--- config.mk ---
export PLATFORM = sky130hd
export DESIGN_NAME = motion_activity_detector
export DESIGN_NICKNAME = d
export VERILOG_FILES = /design/src/axis_deviation_check.v /design/src/sample_run_counter.v /design/src/motion_activity_detector.v
export VERILOG_INCLUDE_DIRS = /design/src
export SDC_FILE = /design/constraint.sdc
export NUM_CORES = 1
export LEC_CHECK = 0
export BUFFER_PORTS_ARGS = -buffer_cell sky130_fd_sc_hd__buf_2
export CAP_MARGIN = 10
export CORE_MARGIN = 8
export CORE_UTILIZATION = 45
export CTS_BUF_LIST = sky130_fd_sc_hd__clkbuf_8
export DETAILED_ROUTE_END_ITERATION = 8
export GPL_TIMING_DRIVEN = 1
export PLACE_DENSITY = 0.72
export SYNTH_ARGS = -nofsm -noshare
export SYNTH_HDL_FRONTEND = slang
export SYNTH_SLANG_ARGS = --single-unit
--- constraint.sdc ---
create_clock -name REF_CLK -period 6.1 [get_ports REF_CLK]
set_input_delay 0 -clock REF_CLK [delete_from_list [all_inputs] [get_ports REF_CLK]]
set_output_delay 0 -clock REF_CLK [all_outputs]
set_load 0.01 [all_outputs]
--- src/motion_activity_detector_defs.vh ---
`ifndef MOTION_ACTIVITY_DETECTOR_DEFS_VH
`define MOTION_ACTIVITY_DETECTOR_DEFS_VH

// register byte offsets
`define REG_CTRL           8'h00
`define REG_ACT_THRESH     8'h04
`define REG_ACT_TIME       8'h08
`define REG_INACT_THRESH   8'h0c
`define REG_INACT_TIME     8'h10
`define REG_INT_MAP        8'h14
`define REG_STATUS         8'h18

// control register fields
`define CTRL_ACT_EN        0
`define CTRL_ACT_REF       1
`define CTRL_INACT_EN      2
`define CTRL_INACT_REF     3
`define CTRL_LINK          4
`define CTRL_NOISE_LO      5
`define CTRL_NOISE_HI      6
`define CTRL_FILTER_BW     7
`define CTRL_MEASURE       8
`define CTRL_WAKEUP        9
`define CTRL_W             10

// status and interrupt map fields
`define ST_ACT             0
`define ST_INACT           1
`define ST_AWAKE           2
`define ST_W               3

// reset values
`define CTRL_RESET         10'h000
`define ACT_THRESH_RESET   11'h000
`define ACT_TIME_RESET     8'h00
`define INACT_THRESH_RESET 11'h000
`define INACT_TIME_RESET   16'h0000
`define INT_MAP_RESET      3'h0
`define AWAKE_RESET        1'b0

// filter bandwidth select encodings
`define BW_QUARTER         1'b0
`define BW_HALF            1'b1

// noise mode encodings
`define NOISE_NORMAL       2'h0
`define NOISE_LOW          2'h1
`define NOISE_ULTRALOW     2'h2

// longest activity duration at the slowest output rate
`define ACT_TIME_MAX_S     20
`define SLOWEST_ODR_MHZ    12500

`endif

--- src/axis_deviation_check.v ---
`timescale 1ns/10ps
`default_nettype none

module axis_deviation_check #(
  parameter SW = 12,
  parameter TW = 11
) (
  // clock and reset
  input  wire          clk,
  input  wire          rst_n,
  // sample path
  input  wire          sample_strobe,
  input  wire          capture,
  input  wire [SW-1:0] sample,
  // configuration
  input  wire          referenced,
  input  wire [TW-1:0] threshold,
  // result
  output wire          exceed
);

  reg  [SW-1:0] ref_q;
  wire [SW:0]   s_ext;
  wire [SW:0]   r_ext;
  wire [SW:0]   diff;
  wire [SW:0]   mag;

  always @(posedge clk or negedge rst_n) begin
    if (!rst_n) begin
      ref_q <= {SW{1'b0}};
    end else if (sample_strobe && capture) begin
      ref_q <= sample;
    end
  end

  assign s_ext = {sample[SW-1], sample};
  // absolute mode measures against zero, referenced against the stored orientation
  assign r_ext = referenced ? {ref_q[SW-1], ref_q} : {(SW+1){1'b0}};
  assign diff  = s_ext - r_ext;
  assign mag   = diff[SW] ? (~diff + {{SW{1'b0}}, 1'b1}) : diff;
  assign exceed = mag > {{(SW+1-TW){1'b0}}, threshold};

endmodule

`default_nettype wire

--- src/sample_run_counter.v ---
`timescale 1ns/10ps
`default_nettype none

module sample_run_counter #(
  parameter CW = 8
) (
  // clock and reset
  input  wire          clk,
  input  wire          rst_n,
  // sample qualification
  input  wire          sample_strobe,
  input  wire          armed,
  input  wire          qualify,
  input  wire [CW-1:0] target,
  // detection
  output reg           hit
);

  reg  [CW-1:0] count_q;
  wire [CW:0]   need;
  wire [CW:0]   next_count;

  // a target of zero means a single sample, no timer
  assign need       = (target == {CW{1'b0}}) ? {{CW{1'b0}}, 1'b1} : {1'b0, target};
  assign next_count = {1'b0, count_q} + {{CW{1'b0}}, 1'b1};

  always @(posedge clk or negedge rst_n) begin
    if (!rst_n) begin
      count_q <= {CW{1'b0}};
      hit     <= 1'b0;
    end else if (!armed) begin
      count_q <= {CW{1'b0}};
      hit     <= 1'b0;
    end else if (sample_strobe) begin
      if (!qualify) begin
        count_q <= {CW{1'b0}};
        hit     <= 1'b0;
      end else if (next_count >= need) begin
        count_q <= {CW{1'b0}};
        hit     <= 1'b1;
      end else begin
        count_q <= next_count[CW-1:0];
        hit     <= 1'b0;
      end
    end else begin
      hit <= 1'b0;
    end
  end

endmodule

`default_nettype wire

--- src/motion_activity_detector.v ---
// Decided for this implementation: the address-and-strobe port and the address map.
`include "motion_activity_detector_defs.vh"
`timescale 1ns/10ps
`default_nettype none

module motion_activity_detector #(
  parameter SW  = 12,
  parameter TW  = 11,
  parameter AW  = 8,
  parameter ITW = 16
) (
  // clock and reset
  input  wire          REF_CLK,
  input  wire          RSTN,
  // register port
  input  wire [7:0]    ADDR,
  input  wire [31:0]   WDATA,
  input  wire          WR,
  input  wire          RD,
  output wire [31:0]   RDATA,
  // converted samples at the output data rate
  input  wire          SAMPLE_VALID,
  input  wire [SW-1:0] SAMPLE_X,
  input  wire [SW-1:0] SAMPLE_Y,
  input  wire [SW-1:0] SAMPLE_Z,
  // front end configuration
  output wire          FILTER_BANDWIDTH_SELECT,
  output wire [1:0]    NOISE_MODE,
  output wire          MEASURE_EN,
  output wire          WAKEUP_EN,
  // detection results
  output wire          INT_REQ,
  output wire          AWAKE
);

  // activity duration needed at the slowest rate, in samples
  localparam ACT_TIME_MAX_SAMPLES = (`ACT_TIME_MAX_S * `SLOWEST_ODR_MHZ) / 1000;

  reg            rst_meta_q;
  reg            rst_sync_q;
  wire           rst_n;

  reg [`CTRL_W-1:0] ctrl_q;
  reg [TW-1:0]      act_thr_q;
  reg [AW-1:0]      act_time_q;
  reg [TW-1:0]      inact_thr_q;
  reg [ITW-1:0]     inact_time_q;
  reg [`ST_W-1:0]   int_map_q;
  reg               act_flag_q;
  reg               inact_flag_q;
  reg               awake_q;
  reg [31:0]        rdata_q;
  reg [31:0]        rdata_d;

  reg               inact_turn_q;
  reg               act_live_q;
  reg               inact_live_q;
  reg               act_cap_q;
  reg               inact_cap_q;

  wire              act_en;
  wire              inact_en;
  wire              link_en;
  wire              running;
  wire              wake_mode;
  wire              act_armed;
  wire              inact_armed;
  wire              act_live;
  wire              inact_live;
  wire              act_start;
  wire              inact_start;
  wire [2:0]        act_exceed;
  wire [2:0]        inact_exceed;
  wire [3*SW-1:0]   samples;
  wire              act_qualify;
  wire              inact_qualify;
  wire [AW-1:0]     act_target;
  wire              act_hit;
  wire              inact_hit;
  wire              wr_ctrl;
  wire              rd_status;
  wire [`ST_W-1:0]  status;

  // reset release through two flops; the input reset still asserts at once
  always @(posedge REF_CLK or negedge RSTN) begin
    if (!RSTN) begin
      rst_meta_q <= 1'b0;
      rst_sync_q <= 1'b0;
    end else begin
      rst_meta_q <= 1'b1;
      rst_sync_q <= rst_meta_q;
    end
  end

  assign rst_n = rst_sync_q;

  // register writes
  assign wr_ctrl   = WR && (ADDR == `REG_CTRL);
  assign rd_status = RD && (ADDR == `REG_STATUS);

  always @(posedge REF_CLK or negedge rst_n) begin
    if (!rst_n) begin
      ctrl_q       <= `CTRL_RESET;
      act_thr_q    <= `ACT_THRESH_RESET;
      act_time_q   <= `ACT_TIME_RESET;
      inact_thr_q  <= `INACT_THRESH_RESET;
      inact_time_q <= `INACT_TIME_RESET;
      int_map_q    <= `INT_MAP_RESET;
    end else if (WR) begin
      case (ADDR)
        `REG_CTRL:         ctrl_q       <= WDATA[`CTRL_W-1:0];
        `REG_ACT_THRESH:   act_thr_q    <= WDATA[TW-1:0];
        `REG_ACT_TIME:     act_time_q   <= WDATA[AW-1:0];
        `REG_INACT_THRESH: inact_thr_q  <= WDATA[TW-1:0];
        `REG_INACT_TIME:   inact_time_q <= WDATA[ITW-1:0];
        `REG_INT_MAP:      int_map_q    <= WDATA[`ST_W-1:0];
        default: begin
        end
      endcase
    end
  end

  assign act_en    = ctrl_q[`CTRL_ACT_EN];
  assign inact_en  = ctrl_q[`CTRL_INACT_EN];
  assign link_en   = ctrl_q[`CTRL_LINK];
  // standby when neither mode bit is set; wakeup wins if both are
  assign wake_mode = ctrl_q[`CTRL_WAKEUP];
  assign running   = ctrl_q[`CTRL_MEASURE] | wake_mode;

  assign FILTER_BANDWIDTH_SELECT = ctrl_q[`CTRL_FILTER_BW];
  assign NOISE_MODE              = {ctrl_q[`CTRL_NOISE_HI], ctrl_q[`CTRL_NOISE_LO]};
  assign MEASURE_EN              = ctrl_q[`CTRL_MEASURE];
  assign WAKEUP_EN               = wake_mode;

  // a detector is live while enabled, running and armed
  assign act_live    = act_en & running & act_armed;
  assign inact_live  = inact_en & running & inact_armed;
  assign act_start   = act_live & ~act_live_q;
  assign inact_start = inact_live & ~inact_live_q;

  // linked mode keeps one detector armed; unlinked keeps both
  // the turn bit says which detector a linked pair waits on; leaving link
  // or standby always hands the turn back to activity, so turning link on
  // while both were armed never leaves inactivity armed as well
  always @(posedge REF_CLK or negedge rst_n) begin
    if (!rst_n) begin
      inact_turn_q <= 1'b0;
    end else if (!link_en || !running) begin
      inact_turn_q <= 1'b0;
    end else if (act_hit) begin
      inact_turn_q <= 1'b1;
    end else if (inact_hit) begin
      inact_turn_q <= 1'b0;
    end
  end

  // unlinked, the turn bit is ignored and both detectors stay armed
  assign act_armed   = ~link_en | ~inact_turn_q;
  assign inact_armed = ~link_en | inact_turn_q;

  always @(posedge REF_CLK or negedge rst_n) begin
    if (!rst_n) begin
      act_live_q   <= 1'b0;
      inact_live_q <= 1'b0;
    end else begin
      act_live_q   <= act_live;
      inact_live_q <= inact_live;
    end
  end

  // reference capture waits for the next sample; that sample is not judged,
  // so only a sample arriving in the cycle the capture is armed is compared against a stale reference
  always @(posedge REF_CLK or negedge rst_n) begin
    if (!rst_n) begin
      act_cap_q <= 1'b0;
    end else if (act_start) begin
      act_cap_q <= 1'b1;
    end else if (act_hit && !link_en) begin
      act_cap_q <= 1'b1;
    end else if (SAMPLE_VALID || !act_live) begin
      act_cap_q <= 1'b0;
    end
  end

  always @(posedge REF_CLK or negedge rst_n) begin
    if (!rst_n) begin
      inact_cap_q <= 1'b0;
    end else if (inact_start || (inact_hit && !link_en)) begin
      inact_cap_q <= 1'b1;
    end else if (SAMPLE_VALID || !inact_live) begin
      inact_cap_q <= 1'b0;
    end
  end

  assign samples = {SAMPLE_Z, SAMPLE_Y, SAMPLE_X};

  genvar ax;
  generate
    for (ax = 0; ax < 3; ax = ax + 1) begin : g_axis
      axis_deviation_check #(
        .SW (SW),
        .TW (TW)
      ) u_act_axis (
        .clk           (REF_CLK),
        .rst_n         (rst_n),
        .sample_strobe (SAMPLE_VALID),
        .capture       (act_cap_q),
        .sample        (samples[ax*SW +: SW]),
        .referenced    (ctrl_q[`CTRL_ACT_REF]),
        .threshold     (act_thr_q),
        .exceed        (act_exceed[ax])
      );
      axis_deviation_check #(
        .SW (SW),
        .TW (TW)
      ) u_inact_axis (
        .clk           (REF_CLK),
        .rst_n         (rst_n),
        .sample_strobe (SAMPLE_VALID),
        .capture       (inact_cap_q),
        .sample        (samples[ax*SW +: SW]),
        .referenced    (ctrl_q[`CTRL_INACT_REF]),
        .threshold     (inact_thr_q),
        .exceed        (inact_exceed[ax])
      );
    end
  endgenerate

  // activity needs any axis above; inactivity needs every axis at or below
  assign act_qualify   = (|act_exceed) & ~act_cap_q;
  assign inact_qualify = ~(|inact_exceed) & ~inact_cap_q;

  // wakeup mode has no activity timer
  assign act_target = wake_mode ? {{(AW-1){1'b0}}, 1'b1} : act_time_q;

  sample_run_counter #(
    .CW (AW)
  ) u_act_run (
    .clk           (REF_CLK),
    .rst_n         (rst_n),
    .sample_strobe (SAMPLE_VALID),
    .armed         (act_live),
    .qualify       (act_qualify),
    .target        (act_target),
    .hit           (act_hit)
  );

  sample_run_counter #(
    .CW (ITW)
  ) u_inact_run (
    .clk           (REF_CLK),
    .rst_n         (rst_n),
    .sample_strobe (SAMPLE_VALID),
    .armed         (inact_live),
    .qualify       (inact_qualify),
    .target        (inact_time_q),
    .hit           (inact_hit)
  );

  // sticky event flags: a new event beats a status read in the same cycle
  always @(posedge REF_CLK or negedge rst_n) begin
    if (!rst_n) begin
      act_flag_q   <= 1'b0;
      inact_flag_q <= 1'b0;
    end else begin
      if (act_hit) begin
        act_flag_q <= 1'b1;
      end else if (rd_status) begin
        act_flag_q <= 1'b0;
      end
      if (inact_hit) begin
        inact_flag_q <= 1'b1;
      end else if (rd_status) begin
        inact_flag_q <= 1'b0;
      end
    end
  end

  always @(posedge REF_CLK or negedge rst_n) begin
    if (!rst_n) begin
      awake_q <= `AWAKE_RESET;
    end else if (act_hit) begin
      awake_q <= 1'b1;
    end else if (inact_hit) begin
      awake_q <= 1'b0;
    end
  end

  assign status  = {awake_q, inact_flag_q, act_flag_q};
  assign INT_REQ = |(status & int_map_q);
  assign AWAKE   = awake_q;

  // read data appear the cycle after the strobe and only then
  always @* begin
    rdata_d = 32'h0000_0000;
    if (RD) begin
      case (ADDR)
        `REG_CTRL:         rdata_d[`CTRL_W-1:0] = ctrl_q;
        `REG_ACT_THRESH:   rdata_d[TW-1:0]      = act_thr_q;
        `REG_ACT_TIME:     rdata_d[AW-1:0]      = act_time_q;
        `REG_INACT_THRESH: rdata_d[TW-1:0]      = inact_thr_q;
        `REG_INACT_TIME:   rdata_d[ITW-1:0]     = inact_time_q;
        `REG_INT_MAP:      rdata_d[`ST_W-1:0]   = int_map_q;
        `REG_STATUS:       rdata_d[`ST_W-1:0]   = status;
        default:           rdata_d              = 32'h0000_0000;
      endcase
    end
  end

  always @(posedge REF_CLK or negedge rst_n) begin
    if (!rst_n) begin
      rdata_q <= 32'h0000_0000;
    end else begin
      rdata_q <= rdata_d;
    end
  end

  assign RDATA = rdata_q;

endmodule

`default_nettype wire

==> run summary, run 1 <==
Fin. max-slew vios -> 0
Post-layout instance area -> 16,900 um2
Largest net degree at the start of global routing -> 68
Critical Path RT -> 6540 ps
Area of the multi-input gates -> 9790 um2
YS warnings -> 0
Least-Margin Pin Slew -> 1020 ps
Detailed Route WL -> 37,700 um
GP Congestion -> 0.866
Starting Density -> 0.451
DR WL/cell -> 17.0 um
Final hold vios -> 0
Worst-Skew Late Latency -> 540 ps
Number of global-route vias before repair -> 12,237
Critical Path AT -> 6020 ps
Setup CP Type -> flop to flop
TritonCTS Buffers -> 17
CTS tree -> yes
Syn Std Cell Area -> 15,000 um2
Die area -> 39,400 um2
Worst-path maximum fanout -> 16
Hold Crit Class -> input port to flop
Final min period -> 5570 ps
Clock Sinks -> 183
Die H -> 198 um
Outcome -> finished, final reports clean
Clock tree buffer depth -> 2
Total gr overflow -> 0
# diodes -> 0
Syn avg cell area -> 9.24 um2
MaxCap Viol Count -> 0
H-tree depth -> 4
DRC viols -> 0
Core area -> 33,200 um2
Horiz. Die Dim -> 198 um
Commonest non-fill, non-tap cell in the layout -> nand2_1
PD cells -> 184 nW/um2
Syn Inst Count -> 1,621
Unique masters post-synth -> 87
Async set-reset flop share out of synthesis -> 1.00
First-pass GRT wire length -> 61,700 um
Relative slew slack -> 0.320
Skew final -> 28.2 ps
Sequential share of the synthesized area -> 0.306
Layout area overhead -> 13.0%
Top FF cell, synth -> dfrtp_1
Final number of setup-violating endpoints -> 0
Via Count -> 12,402
I/O Buffers -> 87
DR iter-0 viols -> 732
EDFF count, synth -> 0
Drt first pass iters -> 5
RSZ-0062 raised after global routing -> no
Post-route ant nets -> 0
Fin Hold WS -> 121 ps
Fmax -> 179 MHz
Crit end category -> flop
Tcrit/Tclk final -> 0.913
Avg Vias per Cell -> 5.60
Layout cell share with drive strength beyond 1 -> 0.174
Ports -> 120
Final Net Count -> 2,009
Crit path launch type -> flop
FILL cells -> 3,116
Setup TNS -> 0 ps
Most frequent cells in the layout -> 183 x nand2_1, 181 x dfrtp_1, 170 x ha_1, 138 x mux2_2, 101 x inv_1
Clock root buffer master -> clkbuf_8
Storage cell area -> 4580 um2
# rows -> 67
Overall routing resource usage -> 0.193
Leak pwr -> 7.69 nW
Placed inst area -> 15,800 um2
VDD IR max -> 0.000144 V
Synth Register Bits -> 183
Reg clk slew, reported paths -> 120 ps
Initial antenna violation count -> 0
Post-detail-place hpwl -> 28,500 um
Final core occ -> 0.510
==> worst max-delay path, stage by stage, from the launching register on <==
cell       delay [ps]
dfrtp_2           490
and2_1            160
ha_1              150
inv_1              50
fa_1              420
a211oi_1          300
o21bai_1          120
a21oi_1           180
xor2_1            310
nand2_1           130
or3_1             430
o31ai_1           300
xor2_1            180
ha_1              270
a2111oi_0         380
o31a_1            190
o311ai_0          130
a211o_1           340
a2111oi_4         380
nand3b_4          290
o21ai_0           280
==> registers in the layout (all words and copies together), names as in the netlist, 3 cells and up <==
| name | count |
|---|---|
| u_act_run.count_q | 8 |
| inact_thr_q | 11 |
| RDATA | 16 |
| act_thr_q | 11 |
| ctrl_q | 10 |
| u_inact_run.count_q | 16 |
| g_axis.u_act_axis.ref_q | 36 |
| g_axis.u_inact_axis.ref_q | 36 |
| int_map_q | 3 |
| act_time_q | 8 |
| inact_time_q | 16 |
==> routing by layer <==
layer,routed length (um),vias up,track usage
li1,-,6080,-
met1,17000,6009,0.248
met2,18100,268,0.331
met3,1920,45,0.0374
met4,617,0,0.0483
met5,0,-,0
==> final timing paths <==
path	startpoint	end	cells past startpoint	slack (ps)
max	ctrl_q[3]	u_inact_run.count_q[0]	20	530
min	ADDR[2]	RDATA[9]	3	120
max reg2reg	ctrl_q[3]	u_inact_run.count_q[0]	20	530
min reg2reg	rst_meta_q	rst_n	0	360
max in group asynchronous	rst_n	ctrl_q[3]	1	4250
min in group asynchronous	RSTN	rst_n	3	300
==> what timing repair did <==
item / 4_1_cts / 5_1_grt
hold endpoints to repair: 159 / 0
setup endpoints to repair: 0 / 24
gates resized for setup: 0 / 6
setup buffers: 0 / 0
hold buffers: 61 / 0
==> through the flow <==
stage / power, mW / cells / worst slack [ps]
global route: 3.30 / 2213 / 16.4
detailed placement: 2.16 / 2120 / 319
global placement: 2.13 / 2120 / 568
finish: 3.12 / 2213 / 529
floorplan: 1.94 / 1636 / 623
CTS: 3.14 / 2213 / 258
==> synth_stat cells, types with 7 or more instances <==
| cell type | instances | area share |
|---|---|---|
| nand2_1 | 185 | 0.046 |
| dfrtp_1 | 183 | 0.31 |
| ha_1 | 170 | 0.14 |
| mux2_2 | 138 | 0.10 |
| inv_1 | 101 | 0.025 |
| nor2_1 | 91 | 0.023 |
| o21ai_0 | 78 | 0.026 |
| xnor2_1 | 70 | 0.041 |
| a21oi_1 | 65 | 0.022 |
| xor2_1 | 46 | 0.027 |
| clkbuf_1 | 40 | 0.010 |
| nand3_1 | 36 | 0.012 |
| nor2b_1 | 33 | 0.014 |
| a21o_1 | 31 | 0.016 |
| nor3_1 | 25 | 0.0084 |
| buf_4 | 18 | 0.0090 |
| and3_1 | 17 | 0.0071 |
| nand2b_1 | 17 | 0.0071 |
| nand4_1 | 17 | 0.0071 |
| a211oi_1 | 16 | 0.0080 |
| a31oi_1 | 16 | 0.0067 |
| and2_1 | 15 | 0.0063 |
| mux2i_1 | 11 | 0.0073 |
| o21a_1 | 11 | 0.0055 |
| o21ai_2 | 10 | 0.0058 |
| a22oi_1 | 9 | 0.0045 |
| o22ai_1 | 9 | 0.0038 |
| nor4_1 | 8 | 0.0033 |
| or3_1 | 8 | 0.0033 |
| a2111oi_0 | 7 | 0.0041 |
| nand3b_1 | 7 | 0.0035 |
==> cells by family after synthesis <==
group	Yosys count	share of synthesized area
other	2	0.000501
buffers and inverters	164	0.0461
adder cells (fa/ha/maj)	176	0.150
AND/OR/NAND/NOR	488	0.158
XOR/XNOR	116	0.0678
multiplexers	152	0.116
flip-flops	183	0.306
AO/OA/AOI/OAI	340	0.156
==> report_power, final <==
group | total, mW | internal, mW | switching (mW)
Clock | 0.940 | 0.340 | 0.599
Sequential | 1.32 | 1.27 | 0.0494
Combinational | 0.860 | 0.382 | 0.478
==> final cells by class <==
class | count | share of cell area
inverter | 102 | 0.0226
clock inverter | 15 | 0.0136
timing repair buffer | 159 | 0.0674
tap | 448 | 0.0331
sequential | 183 | 0.271
multi-input combinational | 1289 | 0.579
clock buffer | 17 | 0.0138
Note: power is estimated with default switching activity, not from simulation.
==> inputs of run 2 (changes only) <==
- ABC_AREA: unset -> 1
==> run summary, run 2 <==
Clock tree buffer depth -> 2
Worst-Skew Late Latency -> 510 ps
Most frequent cells in the layout -> 654 x nand2_1, 332 x inv_1, 192 x nor2_1, 182 x dfrtp_1, 170 x ha_1
CP top delay family -> simple AND/OR/NAND/NOR gates
Critical Path RT -> 6500 ps
Setup CP Type -> flop to flop
Synth top area share -> 0.286
Hold Crit Class -> input port to flop
Core area -> 35,300 um2
H-tree depth -> 4
Setup ws final -> 1100 ps
DRC viols -> 0
Unique masters post-synth -> 60
Total gr overflow -> 0
Crit path launch type -> flop
CP peak stage delay -> 550 ps
Outcome -> finished, final reports clean
Top flop regs -> g_axis.u_act_axis.ref_q x36, g_axis.u_inact_axis.ref_q x36
Async set-reset flop share out of synthesis -> 1.00
Avg Vias per Cell -> 5.16
Commonest non-fill, non-tap cell in the layout -> nand2_1
Tcrit/Tclk final -> 0.820
Critical Path AT -> 5400 ps
I/O Buffers -> 87
EDFF count, synth -> 0
Most frequent cells after synthesis -> 656 x nand2_1, 332 x inv_1, 192 x nor2_1
Die area -> 41,900 um2
CTS tree -> yes
GP Congestion -> 0.890
Layout cell share with drive strength beyond 1 -> 0.0846
Cell mode on critical path -> nand2_1
First-pass GRT wire length -> 70,400 um
Post-CTS Hold Buffers -> 66
Skew final -> 20.1 ps
Least-Margin Pin Slew -> 1280 ps
Syn avg cell area -> 6.97 um2
# diodes -> 0
Number of global-route vias before repair -> 14,609
Final core occ -> 0.507
DR WL/cell -> 14.5 um
Horiz. Die Dim -> 205 um
Largest net degree at the start of global routing -> 146
Post-detail-place hpwl -> 32,600 um
Syn Inst Count -> 2,299
Post-route ant nets -> 0
YS warnings -> 0
Drt first pass iters -> 5
# rows -> 69
PD cells -> 172 nW/um2
Pre-CTS WS -> 1150 ps
Reg clk slew, reported paths -> 110 ps
Final hold vios -> 0
Final Net Count -> 2,692
Clock root buffer master -> clkbuf_8
VDD IR max -> 0.000155 V
TritonCTS Buffers -> 17
Post-CTS resize count -> 0
Top-count cell post-synth -> nand2_1
Leak pwr -> 9.29 nW
Pwr Total -> 3.07 mW
Die H -> 205 um
Final number of setup-violating endpoints -> 0
FILL cells -> 3,453
Sequential share of the synthesized area -> 0.286
Final min period -> 5000 ps
Starting Density -> 0.454
Worst path bufs/invs -> 4
Top FF cell, synth -> dfrtp_1
DR iter-0 viols -> 868
Ports -> 120
MaxCap Viol Count -> 0
Detailed Route WL -> 42,300 um
Initial antenna violation count -> 0
RSZ-0062 raised after global routing -> no
Fin. max-slew vios -> 0
Relative slew slack -> 0.144
Synth Register Bits -> 183
Via Count -> 15,002
Layout area overhead -> 11.7%
CP max stage cell -> xor2_1
Setup TNS -> 0 ps
Synth area leader -> dfrtp_1
Clock Sinks -> 183
Number of post-CTS setup repair buffers -> 0
Fmax -> 200 MHz
Overall routing resource usage -> 0.204
Crit end category -> flop
Worst-path maximum fanout -> 20
Area contributors post-synth -> dfrtp_1 29%, nand2_1 15%, ha_1 13%
Syn Std Cell Area -> 16,000 um2
==> run 2: cell types whose count changed in the layout (fill, tap and decap cells not counted), moves of 20 or more <==
cell / change
nand3_1: +79
inv_1: +231
xnor2_1: -50
nor2b_1: -33
mux2_2: -138
a21o_1: -28
a21oi_1: +26
nand2_1: +471
nor2_1: +101
o21ai_0: +85
nand3_2: +20
nand4_1: +22
xor2_1: +31
==> run 2: cell type report <==
| type | instances | area, um2 | share of cell area |
|---|---|---|---|
| repair buffers | 160 | 1160 | 0.0649 |
| inverters | 347 | 1300 | 0.0728 |
| multi-input cells | 1726 | 9870 | 0.552 |
| clock inverters | 14 | 156 | 0.00874 |
| flip-flops and latches | 183 | 4580 | 0.256 |
| clock buffers | 17 | 234 | 0.0131 |
| well taps | 461 | 577 | 0.0322 |
==> run 2: metrics by stage <==
step | hold WS, ps | std cells | cell area, um2
floorplan | -296 | 2314 | 16100
global placement | -213 | 2811 | 16800
detailed placement | -213 | 2811 | 16800
CTS | 28.7 | 2908 | 17900
global route | 79.1 | 2908 | 17900
finish | 72.8 | 2908 | 17900
==> run 2: where the power goes <==
group,switching [mW],total [mW],internal [mW]
combinational,0.575,0.928,0.353
sequential,0.0376,1.30,1.26
clock,0.538,0.846,0.309
==> run 2: cell families (layout without fill, tap and decap cells) <==
kind of cell	after synthesis	after routing	synth area share
AO/OA/AOI/OAI	324	324	0.112
XOR/XNOR	105	105	0.0619
adder cells (fa/ha/maj)	176	176	0.140
buffers and inverters	405	538	0.101
flip-flops	183	183	0.286
other	2	17	0.000469
AND/OR/NAND/NOR	1104	1104	0.298
==> run 2: path summary, 6_finish.rpt <==
| kind | start | end | slack, ps | cells after the start |
|---|---|---|---|---|
| max | ctrl_q[1] | u_act_run.count_q[2] | 1100 | 32 |
| min | ADDR[3] | RDATA[9] | 70 | 6 |
| max reg2reg | ctrl_q[1] | u_act_run.count_q[2] | 1100 | 32 |
| min reg2reg | rst_n | g_axis[0].u_act_axis.ref_q[3] | 310 | 0 |
| max in group asynchronous | rst_n | g_axis[1].u_inact_axis.ref_q[2] | 4590 | 1 |
| min in group asynchronous | rst_n | g_axis[0].u_act_axis.ref_q[3] | 310 | 0 |
==> run 2: tightest hold or removal path, cell delays in order <==
cell,delay (ps)
buf_2,100
nor2_1,50
inv_1,50
nor2_1,40
nand2_1,170
a221oi_1,130
==> run 2: metal layers <==
| metal | part of all wire | GRT usage | vias up |
|---|---|---|---|
| met4 | 0.028 | 0.0710 | 0 |
| met3 | 0.056 | 0.0351 | 69 |
| met1 | 0.45 | 0.259 | 6946 |
| met2 | 0.47 | 0.346 | 353 |
| li1 | - | - | 7634 |
| met5 | 0 | 0 | - |
